--- src/timer_oc_defines.vh ---
// Register offsets, field positions, reset values and clock codes of the compare timer
`ifndef TIMER_OC_DEFINES_VH
`define TIMER_OC_DEFINES_VH

// ****************************************
// Register offsets
// ****************************************
`define TOC_ADDR_W          4
`define TOC_OFF_CTRL_FIRST  4'h0
`define TOC_OFF_CTRL_SECOND 4'h1
`define TOC_OFF_STATUS      4'h2
`define TOC_OFF_CMP1_HIGH   4'h3
`define TOC_OFF_CMP1_LOW    4'h4
`define TOC_OFF_CMP2_HIGH   4'h5
`define TOC_OFF_CMP2_LOW    4'h6
`define TOC_OFF_CNT_HIGH    4'h7
`define TOC_OFF_CNT_LOW     4'h8

// ****************************************
// Field positions
// ****************************************
`define TOC_CF1_IRQ_EN      7
`define TOC_CF1_LEVEL2      1
`define TOC_CF1_LEVEL1      0
`define TOC_CS_PIN_EN2      7
`define TOC_CS_PIN_EN1      6
`define TOC_CS_CLKSEL_HI    1
`define TOC_CS_CLKSEL_LO    0
`define TOC_SR_FLAG1        6
`define TOC_SR_FLAG2        3

// ****************************************
// Reset values, clock select codes and prescaler terminal counts
// ****************************************
`define TOC_CMP_RST         16'h8000
`define TOC_CNT_RST         16'h0000
`define TOC_CTRL_RST        8'h00
`define TOC_CLK_DIV4        2'h0
`define TOC_CLK_DIV2        2'h1
`define TOC_CLK_DIV8        2'h2
`define TOC_CLK_EXT         2'h3
`define TOC_PRESCALE_FACTOR_2         3'h1
`define TOC_PRESCALE_FACTOR_4         3'h3
`define TOC_PRESCALE_FACTOR_8         3'h7

`endif

--- src/compare_channel.v ---
// One output compare channel: value, inhibit, match flag, clear sequence and pin latch
`timescale 1ns/1ps
`include "timer_oc_defines.vh"

module compare_channel #(
	parameter WIDTH = 16
) (
	// Clock and reset
	input  wire             sys_clk,
	input  wire             sys_rst,
	// Timer side
	input  wire             tick,
	input  wire [WIDTH-1:0] count,
	// Software accesses
	input  wire             wr_high,
	input  wire             wr_low,
	input  wire             acc_low,
	input  wire             status_rd,
	input  wire [7:0]       wdata,
	// Configuration
	input  wire             compare_output_level,
	input  wire             compare_pin_enable,
	// State
	output reg  [WIDTH-1:0] compare_value_q,
	output reg              compare_match_flag_q,
	output reg              compare_output_pin_q
);

	reg inhibit_q;
	reg armed_q;
	wire match_evt;

	// ****************************************
	// Compare
	// ****************************************
	// Evaluated once per timer count, so resolution is one count
	assign match_evt = tick & ~inhibit_q & (count == compare_value_q);

	// Value only changes by software or reset
	always @(posedge sys_clk)
	begin
		if (sys_rst)
			compare_value_q <= `TOC_CMP_RST;
		else if (wr_high)
			compare_value_q <= {wdata, compare_value_q[7:0]};
		else if (wr_low)
			compare_value_q <= {compare_value_q[WIDTH-1:8], wdata};
	end

	// High write stalls compares until the low byte follows
	always @(posedge sys_clk)
	begin
		if (sys_rst)
			inhibit_q <= 1'b0;
		else if (wr_high)
			inhibit_q <= 1'b1;
		else if (wr_low)
			inhibit_q <= 1'b0;
	end

	// ****************************************
	// Flag and clearing sequence
	// ****************************************
	// Status read while set arms the clear; low byte access completes it
	always @(posedge sys_clk)
	begin
		if (sys_rst)
			armed_q <= 1'b0;
		else if (status_rd && compare_match_flag_q)
			armed_q <= 1'b1;
		else if (acc_low || !compare_match_flag_q)
			armed_q <= 1'b0;
	end

	// A match in the clearing cycle wins over the clear
	always @(posedge sys_clk)
	begin
		if (sys_rst)
			compare_match_flag_q <= 1'b0;
		else if (match_evt)
			compare_match_flag_q <= 1'b1;
		else if (wr_low || (acc_low && armed_q))
			compare_match_flag_q <= 1'b0;
	end

	// ****************************************
	// Pin latch
	// ****************************************
	always @(posedge sys_clk)
	begin
		if (sys_rst)
			compare_output_pin_q <= 1'b0;
		else if (match_evt && compare_pin_enable)
			compare_output_pin_q <= compare_output_level;
	end

endmodule

--- src/timer_output_compare.v ---
// Two-channel output compare with free-running counter, prescaler and register port
//
// Behaviour
// - Two independent compare channels, indexed one, two
// - 16-bit value compared every timer clock
// - Compare values changed only by software, reset
// - Compare values reset to 8000h
// - Match sets the channel's status flag
// - Pin enable dedicates pin to compare
// - Match drives pin to configured level
// - Pin latch held low during reset
// - Interrupt needs enable set and mask clear
// - Counter clocked at CPU clock over 2/4/8
// - Counter may count external clock periods
// - Resolution is one counter count
// - Status read then low access clears flag
// - High write inhibits; low write re-enables, clears
`timescale 1ns/1ps
`include "timer_oc_defines.vh"

module timer_output_compare #(
	parameter WIDTH = 16
) (
	// Clock and reset
	input  wire                   sys_clk,
	input  wire                   sys_rst,
	// Register port
	input  wire [`TOC_ADDR_W-1:0] reg_addr,
	input  wire [7:0]             reg_wdata,
	input  wire                   reg_wr,
	input  wire                   reg_rd,
	output reg  [7:0]             reg_rdata_q,
	// External timer clock and processor mask
	input  wire                   ext_timer_clk,
	input  wire                   cpu_irq_mask,
	// Compare pins and interrupt
	output reg  [1:0]             compare_output_pin_q,
	output reg  [1:0]             compare_pin_dedicated_q,
	output reg                    timer_irq_q
);

	// ****************************************
	// Control registers
	// ****************************************
	reg  [7:0]       timer_control_first_q;
	reg  [7:0]       timer_control_second_q;
	reg  [WIDTH-1:0] counter_q;
	reg  [2:0]       prescale_factor_cnt_q;
	reg              ext_prev_q;
	reg              tick;
	reg  [2:0]       prescale_factor_last;
	reg  [7:0]       rd_mux;
	wire [1:0]       timer_clock_select;
	wire             compare_irq_enable;
	wire [1:0]       compare_output_level;
	wire [1:0]       compare_pin_enable;
	wire [1:0]       flag;
	wire [1:0]       pin;
	wire [WIDTH-1:0] value1;
	wire [WIDTH-1:0] value2;
	wire             status_rd;

	assign timer_clock_select   = timer_control_second_q[`TOC_CS_CLKSEL_HI:`TOC_CS_CLKSEL_LO];
	assign compare_irq_enable   = timer_control_first_q[`TOC_CF1_IRQ_EN];
	assign compare_output_level = {timer_control_first_q[`TOC_CF1_LEVEL2],
		timer_control_first_q[`TOC_CF1_LEVEL1]};
	assign compare_pin_enable   = {timer_control_second_q[`TOC_CS_PIN_EN2],
		timer_control_second_q[`TOC_CS_PIN_EN1]};
	assign status_rd            = reg_rd && (reg_addr == `TOC_OFF_STATUS);

	// Software writes to the two control registers
	always @(posedge sys_clk)
	begin
		if (sys_rst)
		begin
			timer_control_first_q  <= `TOC_CTRL_RST;
			timer_control_second_q <= `TOC_CTRL_RST;
		end
		else if (reg_wr)
		begin
			if (reg_addr == `TOC_OFF_CTRL_FIRST)
				timer_control_first_q <= reg_wdata;
			if (reg_addr == `TOC_OFF_CTRL_SECOND)
				timer_control_second_q <= reg_wdata;
		end
	end

	// ****************************************
	// Timer clock generation
	// ****************************************
	// Terminal prescaler count for the chosen divide factor
	always @*
	begin
		case (timer_clock_select)
			`TOC_CLK_DIV2: prescale_factor_last = `TOC_PRESCALE_FACTOR_2;
			`TOC_CLK_DIV4: prescale_factor_last = `TOC_PRESCALE_FACTOR_4;
			`TOC_CLK_DIV8: prescale_factor_last = `TOC_PRESCALE_FACTOR_8;
			default:       prescale_factor_last = `TOC_PRESCALE_FACTOR_4;
		endcase
	end

	// External clock counts on its rising edge; it must be slower than half sys_clk
	always @*
	begin
		if (timer_clock_select == `TOC_CLK_EXT)
			tick = ext_timer_clk & ~ext_prev_q;
		else
			tick = (prescale_factor_cnt_q == prescale_factor_last);
	end

	always @(posedge sys_clk)
	begin
		if (sys_rst)
		begin
			prescale_factor_cnt_q <= 3'h0;
			ext_prev_q  <= 1'b0;
		end
		else
		begin
			ext_prev_q <= ext_timer_clk;
			if (timer_clock_select == `TOC_CLK_EXT || prescale_factor_cnt_q >= prescale_factor_last)
				prescale_factor_cnt_q <= 3'h0;
			else
				prescale_factor_cnt_q <= prescale_factor_cnt_q + 3'h1;
		end
	end

	// Free-running counter, one step per timer clock
	always @(posedge sys_clk)
	begin
		if (sys_rst)
			counter_q <= `TOC_CNT_RST;
		else if (tick)
			counter_q <= counter_q + {{(WIDTH-1){1'b0}}, 1'b1};
	end

	// ****************************************
	// Compare channels
	// ****************************************
	compare_channel #(.WIDTH(WIDTH)) u_channel1 (
		.sys_clk              (sys_clk),
		.sys_rst              (sys_rst),
		.tick                 (tick),
		.count                (counter_q),
		.wr_high              (reg_wr && reg_addr == `TOC_OFF_CMP1_HIGH),
		.wr_low               (reg_wr && reg_addr == `TOC_OFF_CMP1_LOW),
		.acc_low              ((reg_wr || reg_rd) && reg_addr == `TOC_OFF_CMP1_LOW),
		.status_rd            (status_rd),
		.wdata                (reg_wdata),
		.compare_output_level (compare_output_level[0]),
		.compare_pin_enable   (compare_pin_enable[0]),
		.compare_value_q      (value1),
		.compare_match_flag_q (flag[0]),
		.compare_output_pin_q (pin[0])
	);

	compare_channel #(.WIDTH(WIDTH)) u_channel2 (
		.sys_clk              (sys_clk),
		.sys_rst              (sys_rst),
		.tick                 (tick),
		.count                (counter_q),
		.wr_high              (reg_wr && reg_addr == `TOC_OFF_CMP2_HIGH),
		.wr_low               (reg_wr && reg_addr == `TOC_OFF_CMP2_LOW),
		.acc_low              ((reg_wr || reg_rd) && reg_addr == `TOC_OFF_CMP2_LOW),
		.status_rd            (status_rd),
		.wdata                (reg_wdata),
		.compare_output_level (compare_output_level[1]),
		.compare_pin_enable   (compare_pin_enable[1]),
		.compare_value_q      (value2),
		.compare_match_flag_q (flag[1]),
		.compare_output_pin_q (pin[1])
	);

	// ****************************************
	// Pins and interrupt
	// ****************************************
	// Registered copies so every output leaves from a flop; adds one cycle
	always @(posedge sys_clk)
	begin
		if (sys_rst)
		begin
			compare_output_pin_q    <= 2'h0;
			compare_pin_dedicated_q <= 2'h0;
			timer_irq_q             <= 1'b0;
		end
		else
		begin
			compare_output_pin_q    <= pin;
			compare_pin_dedicated_q <= compare_pin_enable;
			timer_irq_q <= (|flag) & compare_irq_enable & ~cpu_irq_mask;
		end
	end

	// ****************************************
	// Read path
	// ****************************************
	// Unmapped offsets read zero
	always @*
	begin
		rd_mux = 8'h00;
		case (reg_addr)
			`TOC_OFF_CTRL_FIRST:  rd_mux = timer_control_first_q;
			`TOC_OFF_CTRL_SECOND: rd_mux = timer_control_second_q;
			`TOC_OFF_STATUS:
			begin
				rd_mux[`TOC_SR_FLAG1] = flag[0];
				rd_mux[`TOC_SR_FLAG2] = flag[1];
			end
			`TOC_OFF_CMP1_HIGH:   rd_mux = value1[15:8];
			`TOC_OFF_CMP1_LOW:    rd_mux = value1[7:0];
			`TOC_OFF_CMP2_HIGH:   rd_mux = value2[15:8];
			`TOC_OFF_CMP2_LOW:    rd_mux = value2[7:0];
			`TOC_OFF_CNT_HIGH:    rd_mux = counter_q[15:8];
			`TOC_OFF_CNT_LOW:     rd_mux = counter_q[7:0];
			default:              rd_mux = 8'h00;
		endcase
	end

	// Data stand only in the cycle after the strobe
	always @(posedge sys_clk)
	begin
		if (sys_rst)
			reg_rdata_q <= 8'h00;
		else if (reg_rd)
			reg_rdata_q <= rd_mux;
		else
			reg_rdata_q <= 8'h00;
	end

endmodule

--- config.mk ---
export PLATFORM = sky130hd
export DESIGN_NAME = timer_output_compare
export DESIGN_NICKNAME = d
export VERILOG_FILES = /design/src/compare_channel.v /design/src/timer_output_compare.v
export VERILOG_INCLUDE_DIRS = /design/src /design/src/src
export SDC_FILE = /design/constraint.sdc
export NUM_CORES = 1
export LEC_CHECK = 0
export ABC_AREA = 1
export BUFFER_PORTS_ARGS = -buffer_cell sky130_fd_sc_hd__buf_2
export CELL_PAD_IN_SITES_DETAIL_PLACEMENT = 1
export CELL_PAD_IN_SITES_GLOBAL_PLACEMENT = 1
export CORE_UTILIZATION = 46
export CTS_CLUSTER_SIZE = 12
export DETAILED_ROUTE_END_ITERATION = 10
export PLACE_DENSITY = 0.84
export RECOVER_POWER = 100
export SYNTH_ARGS = -nofsm -noshare
export SYNTH_HDL_FRONTEND = slang
export SYNTH_SLANG_ARGS = --single-unit
export TNS_END_PERCENT = 5
--- constraint.sdc ---
create_clock -name sys_clk -period 3.31 [get_ports sys_clk]
set_input_delay 0.662 -clock sys_clk [delete_from_list [all_inputs] [get_ports sys_clk]]
set_output_delay 0.662 -clock sys_clk [all_outputs]
set_load 0.05 [all_outputs]
### After elaboration in Yosys (flattened, before gate mapping)

Cells that the tools add are included.

| operators by class | value |
|---|---|
| add/subtract/negate cells | 2 |
| magnitude comparators | 1 |
| equal/unequal tests | 14 |
| mux-type cells | 23 |
| bitwise logic cells | 14 |
| reductions and logical operators | 35 |

Operator list:

| kind | count |
|---|---|
| equality test 16 bit | 2 |
| two-way mux 16 bit | 2 |
| one-hot mux 3 bit (8 select lines) | 1 |
| one-hot mux 1 bit (9 select lines) | 2 |
| adder 16 x 1 -> 16 bit, second input constant | 1 |
| equality test 4 x 3 -> 1 bit, second input constant | 4 |
| two-way mux 8 bit | 2 |
| one-hot mux 2 bit (8 select lines) | 1 |
| logical AND 1 bit | 13 |
| two-way mux 1 bit | 13 |
| nonzero test 2 bit | 6 |
| equality test 4 x 2 -> 1 bit, second input constant | 2 |
| one-hot mux 1 bit (8 select lines) | 1 |
| AND reduction 2 bit | 4 |
| bitwise AND 1 bit | 7 |
| inverter 1 bit | 7 |
| logical OR 1 bit | 6 |
| one-hot mux 3 bit (2 select lines) | 1 |
| OR reduction 2 bit | 3 |
| equality test 2 bit, second input constant | 2 |
| equality test 4 x 1 -> 1 bit, second input constant | 1 |
| equality test 4 bit, second input constant | 1 |
| logical NOT 4 bit | 1 |
| adder 3 x 1 -> 3 bit, second input constant | 1 |
| other kinds (4) | 5 |

| storage, ports and cells | value |
|---|---|
| register bits after elaboration | 89 |
| bits of input ports | 18 |
| output and inout bits | 13 |

### Longest topological paths before layout

Gate-level depths: netlist (run 1).

| logic depth | value |
|---|---|
| word-level depth | 7 |
| gate-level depth with buffers | 12 |

### Hierarchy

A second synthesis (run 1) with hierarchy kept.

| second synthesis, totals | value |
|---|---|
| cells, all modules | 799 |
| area, all modules | 4942.2 um^2 |

By module, submodules not included:

| module | instances | cells an instance | area each (um^2) | sequential area each (um^2) |
|---|---|---|---|---|
| timer_output_compare | 1 | 417 | 2652.5 | 980.9 |
| compare_channel | 2 | 191 | 1144.8 | 400.4 |

### Worst setup path before layout (run 1)

OpenSTA, ideal clock, no wires.

| timing | value |
|---|---|
| kind | input to register |
| start | input port ext_timer_clk |
| end | register u_channel1.compare_output_pin_q |
| library setup time | 0.117 ns |
| data arrival time | 1.469 ns |
| path slack | 1.724 ns |
| cell stages on the path | 8 |
| cell sequence | inv_1 -> o21ai_0 -> nand2_1 -> buf_4 -> nor2_1 -> nand3_1 -> nor2_1 -> a21oi_1 |

| between the ends | value |
|---|---|
| longest elaborated chain between the ends | 5 |

Ends and longest elaborated chain:

| element | RTL line | RTL |
|---|---|---|
| start: declaration | timer_output_compare.v:34 | `input wire ext_timer_clk,` |
| bitwise AND 1 bit | timer_output_compare.v:106 | `tick = ext_timer_clk & ~ext_prev_q;` |
| two-way mux 1 bit | timer_output_compare.v:105 | `` if (timer_clock_select == `TOC_CLK_EXT) `` |
| bitwise AND 1 bit (2 in a row) | compare_channel.v:37 | `assign match_evt = tick & ~inhibit_q & (count == compare_value_q);` |
| logical AND 1 bit | compare_channel.v:93 | `else if (match_evt && compare_pin_enable)` |
| end signal: assignment | compare_channel.v:94 | `compare_output_pin_q <= compare_output_level;` |
| end: declaration | compare_channel.v:26 | `output reg compare_output_pin_q` |

Every way passes these cells.
A chain may end at the register's enable or synchronous reset.

### Worst setup path in the final report (run 1)

| timing | value |
|---|---|
| start | input port sys_rst |
| end | register reg_rdata_q[4] |

| between the ends | value |
|---|---|
| longest elaborated chain between the ends | 1 |

Ends and longest elaborated chain:

| element | RTL line | RTL |
|---|---|---|
| start: declaration | timer_output_compare.v:26 | `input wire sys_rst,` |
| OR reduction 2 bit (no source line) | n/a |  |
| end signal: assignment | timer_output_compare.v:225 | `reg_rdata_q <= rd_mux;` |
| end: declaration | timer_output_compare.v:32 | `output reg [7:0] reg_rdata_q,` |

Every way passes these cells.

==> flow_metrics.tcl, run 1 <==
set metrics [dict create \
    outcome "complete, no violations" \
    antenna_found_initial 0 \
    leakage_nw 1.79 \
    drc 0 \
    crit_slowest_cell "clkbuf_1" \
    r2r_start "timer_control_second_q[0]" \
    place_hpwl_mm 11.2 \
    dp_cells 745 \
    drive_gt1_share_pct 9.55 \
    p_total_mw 2.02 \
    synthCells 618 \
    relSlewSlack_pct 14.4 \
    setup.worst_path.class "input pin to flop" \
    fillers 1250 \
    ys_top_cells_by_area "dfxtp_1 (41%), nand2_1 (11%), a21oi_1 (8.4%)" \
    clk_path_buf_depth 2 \
    num_antenna_cells 0 \
    drv_cap 0 \
    postCtsSetupBuffers 0 \
    synth_common_cells "nand2_1 (126), dfxtp_1 (89), inv_1 (83), a21oi_1 (73), nor2_1 (62)" \
    avgViaCountPerCell 5.75 \
    tightest_slew_ps 1280 \
    synth_cell_type_count 33 \
    die_area_um2 9850 \
    crit_fanout 52 \
    synth_edf_count 0 \
    synth.cell_area_um2 4350 \
    powerDensity_nw_per_um2 433 \
    place.gp.congestion 0.889 \
    dr.pass1.iters 5 \
    cts_root_buffer "clkbuf_8" \
    synth-main-ff-cell "dfxtp_1" \
    fin_setup_tns_ps 0 \
    cts.sinks 89 \
    ant_nets 0 \
    die_w_um 99.3 \
    grt_max_degree 53 \
    fmax_mhz 389 \
    cts-buffers-inserted 9 \
    yosysWarnings 0 \
    critPathMaxStageDelay_ps 920 \
    arrival_ps 2810 \
    finalHoldViolations 0 \
    rows 35 \
    crit_path_start_kind "input pin" \
    end_kind "flop" \
    required_ps 3540 \
    grt_pass1_vias 4412 \
    grt_pass1_wl_mm 23.6 \
    drv_slew 0 \
    ios 31 \
    worstPathCellList "clkbuf_1 -> clkinv_1 -> buf_4 -> nand2_1 -> a21oi_1" \
    synth_nets 640 \
    cts_resized 0 \
    wl_mm 15.0 \
    drtIter0Drc 240 \
    synthArstFlopShare_pct 0 \
    path_clk_slew_ps 100 \
    cts_tree "built" \
    final_net_count 667 \
    ir_worst_vdd_v 0.000172 \
    portBuffers 30 \
    period_share_pct 77.8 \
    syn_area_per_cell_um2 7.04 \
    cts_hold_buf 0 \
    vias 4368 \
    grt-ovfl-total 0 \
    coreArea_um2 9200 \
    synth.yosys.seq_area_share_pct 41.0 \
    final.setup_skew_ps 16.6 \
    synth_top_area_share_pct 41.0 \
    grt_usage_pct 31.9 \
    area_delta_synth_final_pct 7.10 \
    finalCriticalPeriod_ps 2570 \
    critPathLaunch "sys_rst" \
    final_cells 760 \
    cts-htree-levels 3 \
    wl_per_cell_um 19.8 \
    rsz0062_at_grt "no" \
    clock_latency_ps 370 \
    hp-class "flop to flop" \
    finalSetupViolations 0 \
    synth_top_cell_by_area "dfxtp_1" \
    worst_hold_startpoint "u_channel1.compare_output_pin_q" \
    fp.dieH_um 99.3 \
    ys_ff_latch 89 \
    synth.most_common_cell "nand2_1" \
    start_util_pct 47.3 \
]
-- flip-flops by register name, summed over array words and instances, names as in the netlist --
| signal | cells |
|---|---|
| compare_output_pin_q | 2 |
| compare_pin_dedicated_q | 2 |
| counter_q | 16 |
| ext_prev_q | 1 |
| prescale_factor_cnt_q | 3 |
| reg_rdata_q | 8 |
| timer_control_first_q | 8 |
| timer_control_second_q | 8 |
| timer_irq_q | 1 |
| u_channel1.armed_q | 1 |
| u_channel1.compare_match_flag_q | 1 |
| u_channel1.compare_output_pin_q | 1 |
| u_channel1.compare_value_q | 16 |
| u_channel1.inhibit_q | 1 |
| u_channel2.armed_q | 1 |
| u_channel2.compare_match_flag_q | 1 |
| u_channel2.compare_output_pin_q | 1 |
| u_channel2.compare_value_q | 16 |
| u_channel2.inhibit_q | 1 |
-- path summary, 6_finish.rpt --
path	endpoint	slack (ps)	depth (start not counted)
worst max-delay path	reg_rdata_q[4]	740	5
worst min-delay path	compare_output_pin_q[0]	460	2
worst max register to register	counter_q[12]	1130	12
worst min register to register	compare_output_pin_q[0]	460	2
-- per-stage QoR --
stage | instance area [um2] | hold WS [ps] | worst slack (ps) | util [%]
floorplan | 4350 | 409 | 1720 | -
global placement | 4540 | 425 | 1160 | 49.4
detailed placement | 4540 | 438 | 1020 | 49.4
CTS | 4710 | 462 | 1120 | 51.2
global route | 4660 | 474 | 618 | 50.7
finish | 4660 | 461 | 736 | 50.7
-- worst max-delay path: cells and delay by family --
family	cells	cell delay [ps]
buf+inv	3	1710
simple gates	1	330
compound gates	1	90
-- final cells by class --
| type | instances | area (um2) | share of cell area (%) |
|---|---|---|---|
| Multi-Input combinational cell | 421 | 2080 | 44.7 |
| Sequential cell | 89 | 1780 | 38.2 |
| Inverter | 93 | 349 | 7.49 |
| Timing Repair Buffer | 31 | 139 | 2.98 |
| Tap cell | 111 | 139 | 2.98 |
| Clock buffer | 9 | 124 | 2.66 |
| Clock inverter | 6 | 45.0 | 0.967 |
-- report_power, final --
| part | internal, mW | leakage, nW | switching (mW) |
|---|---|---|---|
| clock | 0.271 | 0.0777 | 0.416 |
| sequential | 1.10 | 0.720 | 0.0208 |
| combinational | 0.0594 | 0.990 | 0.155 |
-- placed cells by master (no fill, tap or decap), types with 2 or more instances in the layout --
master      instances
a211oi_1            4
a21oi_1            73
buf_2              15
clkbuf_1           15
clkbuf_8            9
clkinvlp_4          3
dfxtp_1            89
ha_1                4
inv_1              83
inv_2               9
nand2_1           128
nand2_2             4
nand2_4             3
nand3_1            14
nand4_1             6
nor2_1             63
nor2_2              3
nor2_4              6
nor3_1             10
o211ai_1            4
o211ai_2            2
o21ai_0            58
o22ai_1            30
xnor2_1             3
-- cell families (layout without fill, tap and decap cells) --
family / Yosys count / in the layout / synth area share [%]
adder cells (fa/ha/maj): 4 / 4 / 1.15
flip-flops: 89 / 89 / 41.0
buffers and inverters: 108 / 139 / 10.5
AO/OA/AOI/OAI: 174 / 174 / 22.2
AND/OR/NAND/NOR: 240 / 240 / 24.6
XOR/XNOR: 3 / 3 / 0.604
-- per-layer routing --
metal  track usage, %  part of all wire [%]  vias to the layer above  wire, um
met5                0                     0                        -         0
met4             12.2                   2.7                        0       404
met3             3.44                   6.1                       29       917
met2             52.8                    47                      152      7050
met1             42.8                    44                     2108      6650
li1                 -                     -                     2079         -
No activity file was read; power rests on OpenSTA's default activity.
==> run 2, diff against run 1 <==
--- a/config.mk
+++ b/config.mk
@@ -10,10 +10,10 @@
 export BUFFER_PORTS_ARGS = -buffer_cell sky130_fd_sc_hd__buf_2
 export CELL_PAD_IN_SITES_DETAIL_PLACEMENT = 1
 export CELL_PAD_IN_SITES_GLOBAL_PLACEMENT = 1
-export CORE_UTILIZATION = 46
+export CORE_UTILIZATION = 44
 export CTS_CLUSTER_SIZE = 12
 export DETAILED_ROUTE_END_ITERATION = 10
-export PLACE_DENSITY = 0.84
+export PLACE_DENSITY = 0.81
 export RECOVER_POWER = 100
 export SYNTH_ARGS = -nofsm -noshare
 export SYNTH_HDL_FRONTEND = slang
==> constraint.sdc (replaced) <==
create_clock -name sys_clk -period 2.4 [get_ports sys_clk]
set_input_delay 0.48 -clock sys_clk [delete_from_list [all_inputs] [get_ports sys_clk]]
set_output_delay 0.48 -clock sys_clk [all_outputs]
set_load 0.05 [all_outputs]
==> flow_metrics.tcl, run 2 (synthesized netlist as in run 1, its figures left out) <==
set metrics [dict create \
    outcome "complete, no violations" \
    final.setup_skew_ps 18.4 \
    final_area_um2 4680 \
    dp_cells 766 \
    cts_tree "built" \
    powerDensity_nw_per_um2 647 \
    final_cell_mix "nand2_1 (134), inv_1 (89), dfxtp_1 (89)" \
    path_buf_inv 2 \
    final_cells 782 \
    cts_root_buffer "clkbuf_8" \
    area_delta_synth_final_pct 7.59 \
    clock_latency_ps 380 \
    portBuffers 30 \
    vias 4380 \
    worstPathCellList "inv_1 -> nand2_1 -> ha_1 -> nand3_1 -> nand2_1 -> nand2_1 -> inv_1 -> nand2_1 -> o21ai_0 -> nor2_1" \
    final_net_count 670 \
    p_sw_mw 0.842 \
    rsz0062_at_grt "no" \
    crit_path_start_kind "flop" \
    dr.pass1.iters 5 \
    ant_nets 0 \
    power_frac_comb_pct 9.4 \
    num_antenna_cells 0 \
    power_frac_seq_pct 50.8 \
    grt-ovfl-total 0 \
    coreArea_um2 9420 \
    start_util_pct 46.2 \
    clk_path_buf_depth 2 \
    crit_family "simple AND/OR/NAND/NOR gates" \
    drv_slew 0 \
    period_share_pct 82.7 \
    ir_worst_vdd_v 0.000296 \
    cts_resized 0 \
    fillers 1235 \
    grt_pass1_wl_mm 23.9 \
    arrival_ps 2250 \
    crit_fanout 9 \
    wl_per_cell_um 19.4 \
    setup.worst_path.class "flop to flop" \
    crit_top_cell "nand2_1" \
    use_met2_pct 54.6 \
    drive_gt1_share_pct 6.89 \
    rows 35 \
    postCtsSetupBuffers 0 \
    met3_usage_pct 5.87 \
    finalHoldViolations 0 \
    ios 31 \
    drv_cap 0 \
    worstHoldPathCells 2 \
    layout_commonest_cell "nand2_1" \
    leakage_nw 1.79 \
    place_ws_ps 430 \
    clkPwrFrac_pct 39.8 \
    die_area_um2 10300 \
    end_kind "flop" \
    wl_mm 15.2 \
    cts.sinks 89 \
    critPathMaxStageDelay_ps 320 \
    cts-htree-levels 3 \
    timing.final.ws_setup_ps 416 \
    grt_max_degree 33 \
    crit_slowest_cell "dfxtp_1" \
    largestRegisters "counter_q: 16 flops, u_channel1.compare_value_q: 16 flops, u_channel2.compare_value_q: 16 flops" \
    drtIter0Drc 231 \
    place_hpwl_mm 11.4 \
    swShare_pct 27.8 \
    avgViaCountPerCell 5.60 \
    required_ps 2670 \
    place_area_um2 4590 \
    relSlewSlack_pct 28.9 \
    p_int_mw 2.19 \
    cts_hold_buf 0 \
    path_clk_slew_ps 100 \
    drc 0 \
    finalSetupViolations 0 \
    grt_usage_pct 31.7 \
    finalCriticalPeriod_ps 1980 \
    tightest_slew_ps 1070 \
    r2r_cells 10 \
    fin_setup_tns_ps 0 \
    fmax_mhz 504 \
    grt_most_used_layer "met2" \
    fp.dieH_um 101 \
    antenna_found_initial 0 \
    cp.depth 10 \
    die_w_um 101 \
    cts-buffers-inserted 9 \
    hp-class "input pin to flop" \
    place.gp.congestion 0.941 \
    use_met1_pct 39.2 \
    grt_pass1_vias 4577 \
]
-- run 2: final timing paths --
path | from | endpoint | slack (ps)
max | timer_control_second_q[0] | counter_q[8] | 420
max reg2reg | timer_control_second_q[0] | counter_q[8] | 420
min reg2reg | prescale_factor_cnt_q[0] | prescale_factor_cnt_q[0] | 460
min | cpu_irq_mask | timer_irq_q | 270
-- run 2: power by group through the flow --
stage	registers (mW)	logic (mW)	clock network [mW]
2_1_floorplan	1.57	0.189	0
5_1_grt	1.54	0.317	1.25
6_report	1.54	0.285	1.21
3_3_place_gp	1.57	0.284	0
4_1_cts	1.54	0.300	1.21
3_5_place_dp	1.57	0.297	0
-- run 2: routing by layer --
layer | up-vias | part of all wire, %
li1 | 2081 | -
met1 | 2100 | 43
met2 | 156 | 48
met3 | 43 | 6.2
met4 | 0 | 3.0
met5 | - | 0
-- run 2: cell type report --
class	count	area, um2	share of cell area (%)
Inverter	93	349	7.46
Clock inverter	7	100	2.14
Sequential cell	89	1780	38.1
Clock buffer	9	124	2.65
Multi-Input combinational cell	421	2010	43.0
Timing Repair Buffer	34	150	3.21
Tap cell	129	161	3.45
-- run 2: metrics by stage --
step	hold slack [ps]	util (%)	total power [mW]
6_report	272	49.7	3.03
3_3_place_gp	421	48.7	1.85
2_1_floorplan	409	-	1.76
3_5_place_dp	438	48.7	1.87
5_1_grt	270	49.7	3.11
4_1_cts	270	51.1	3.05
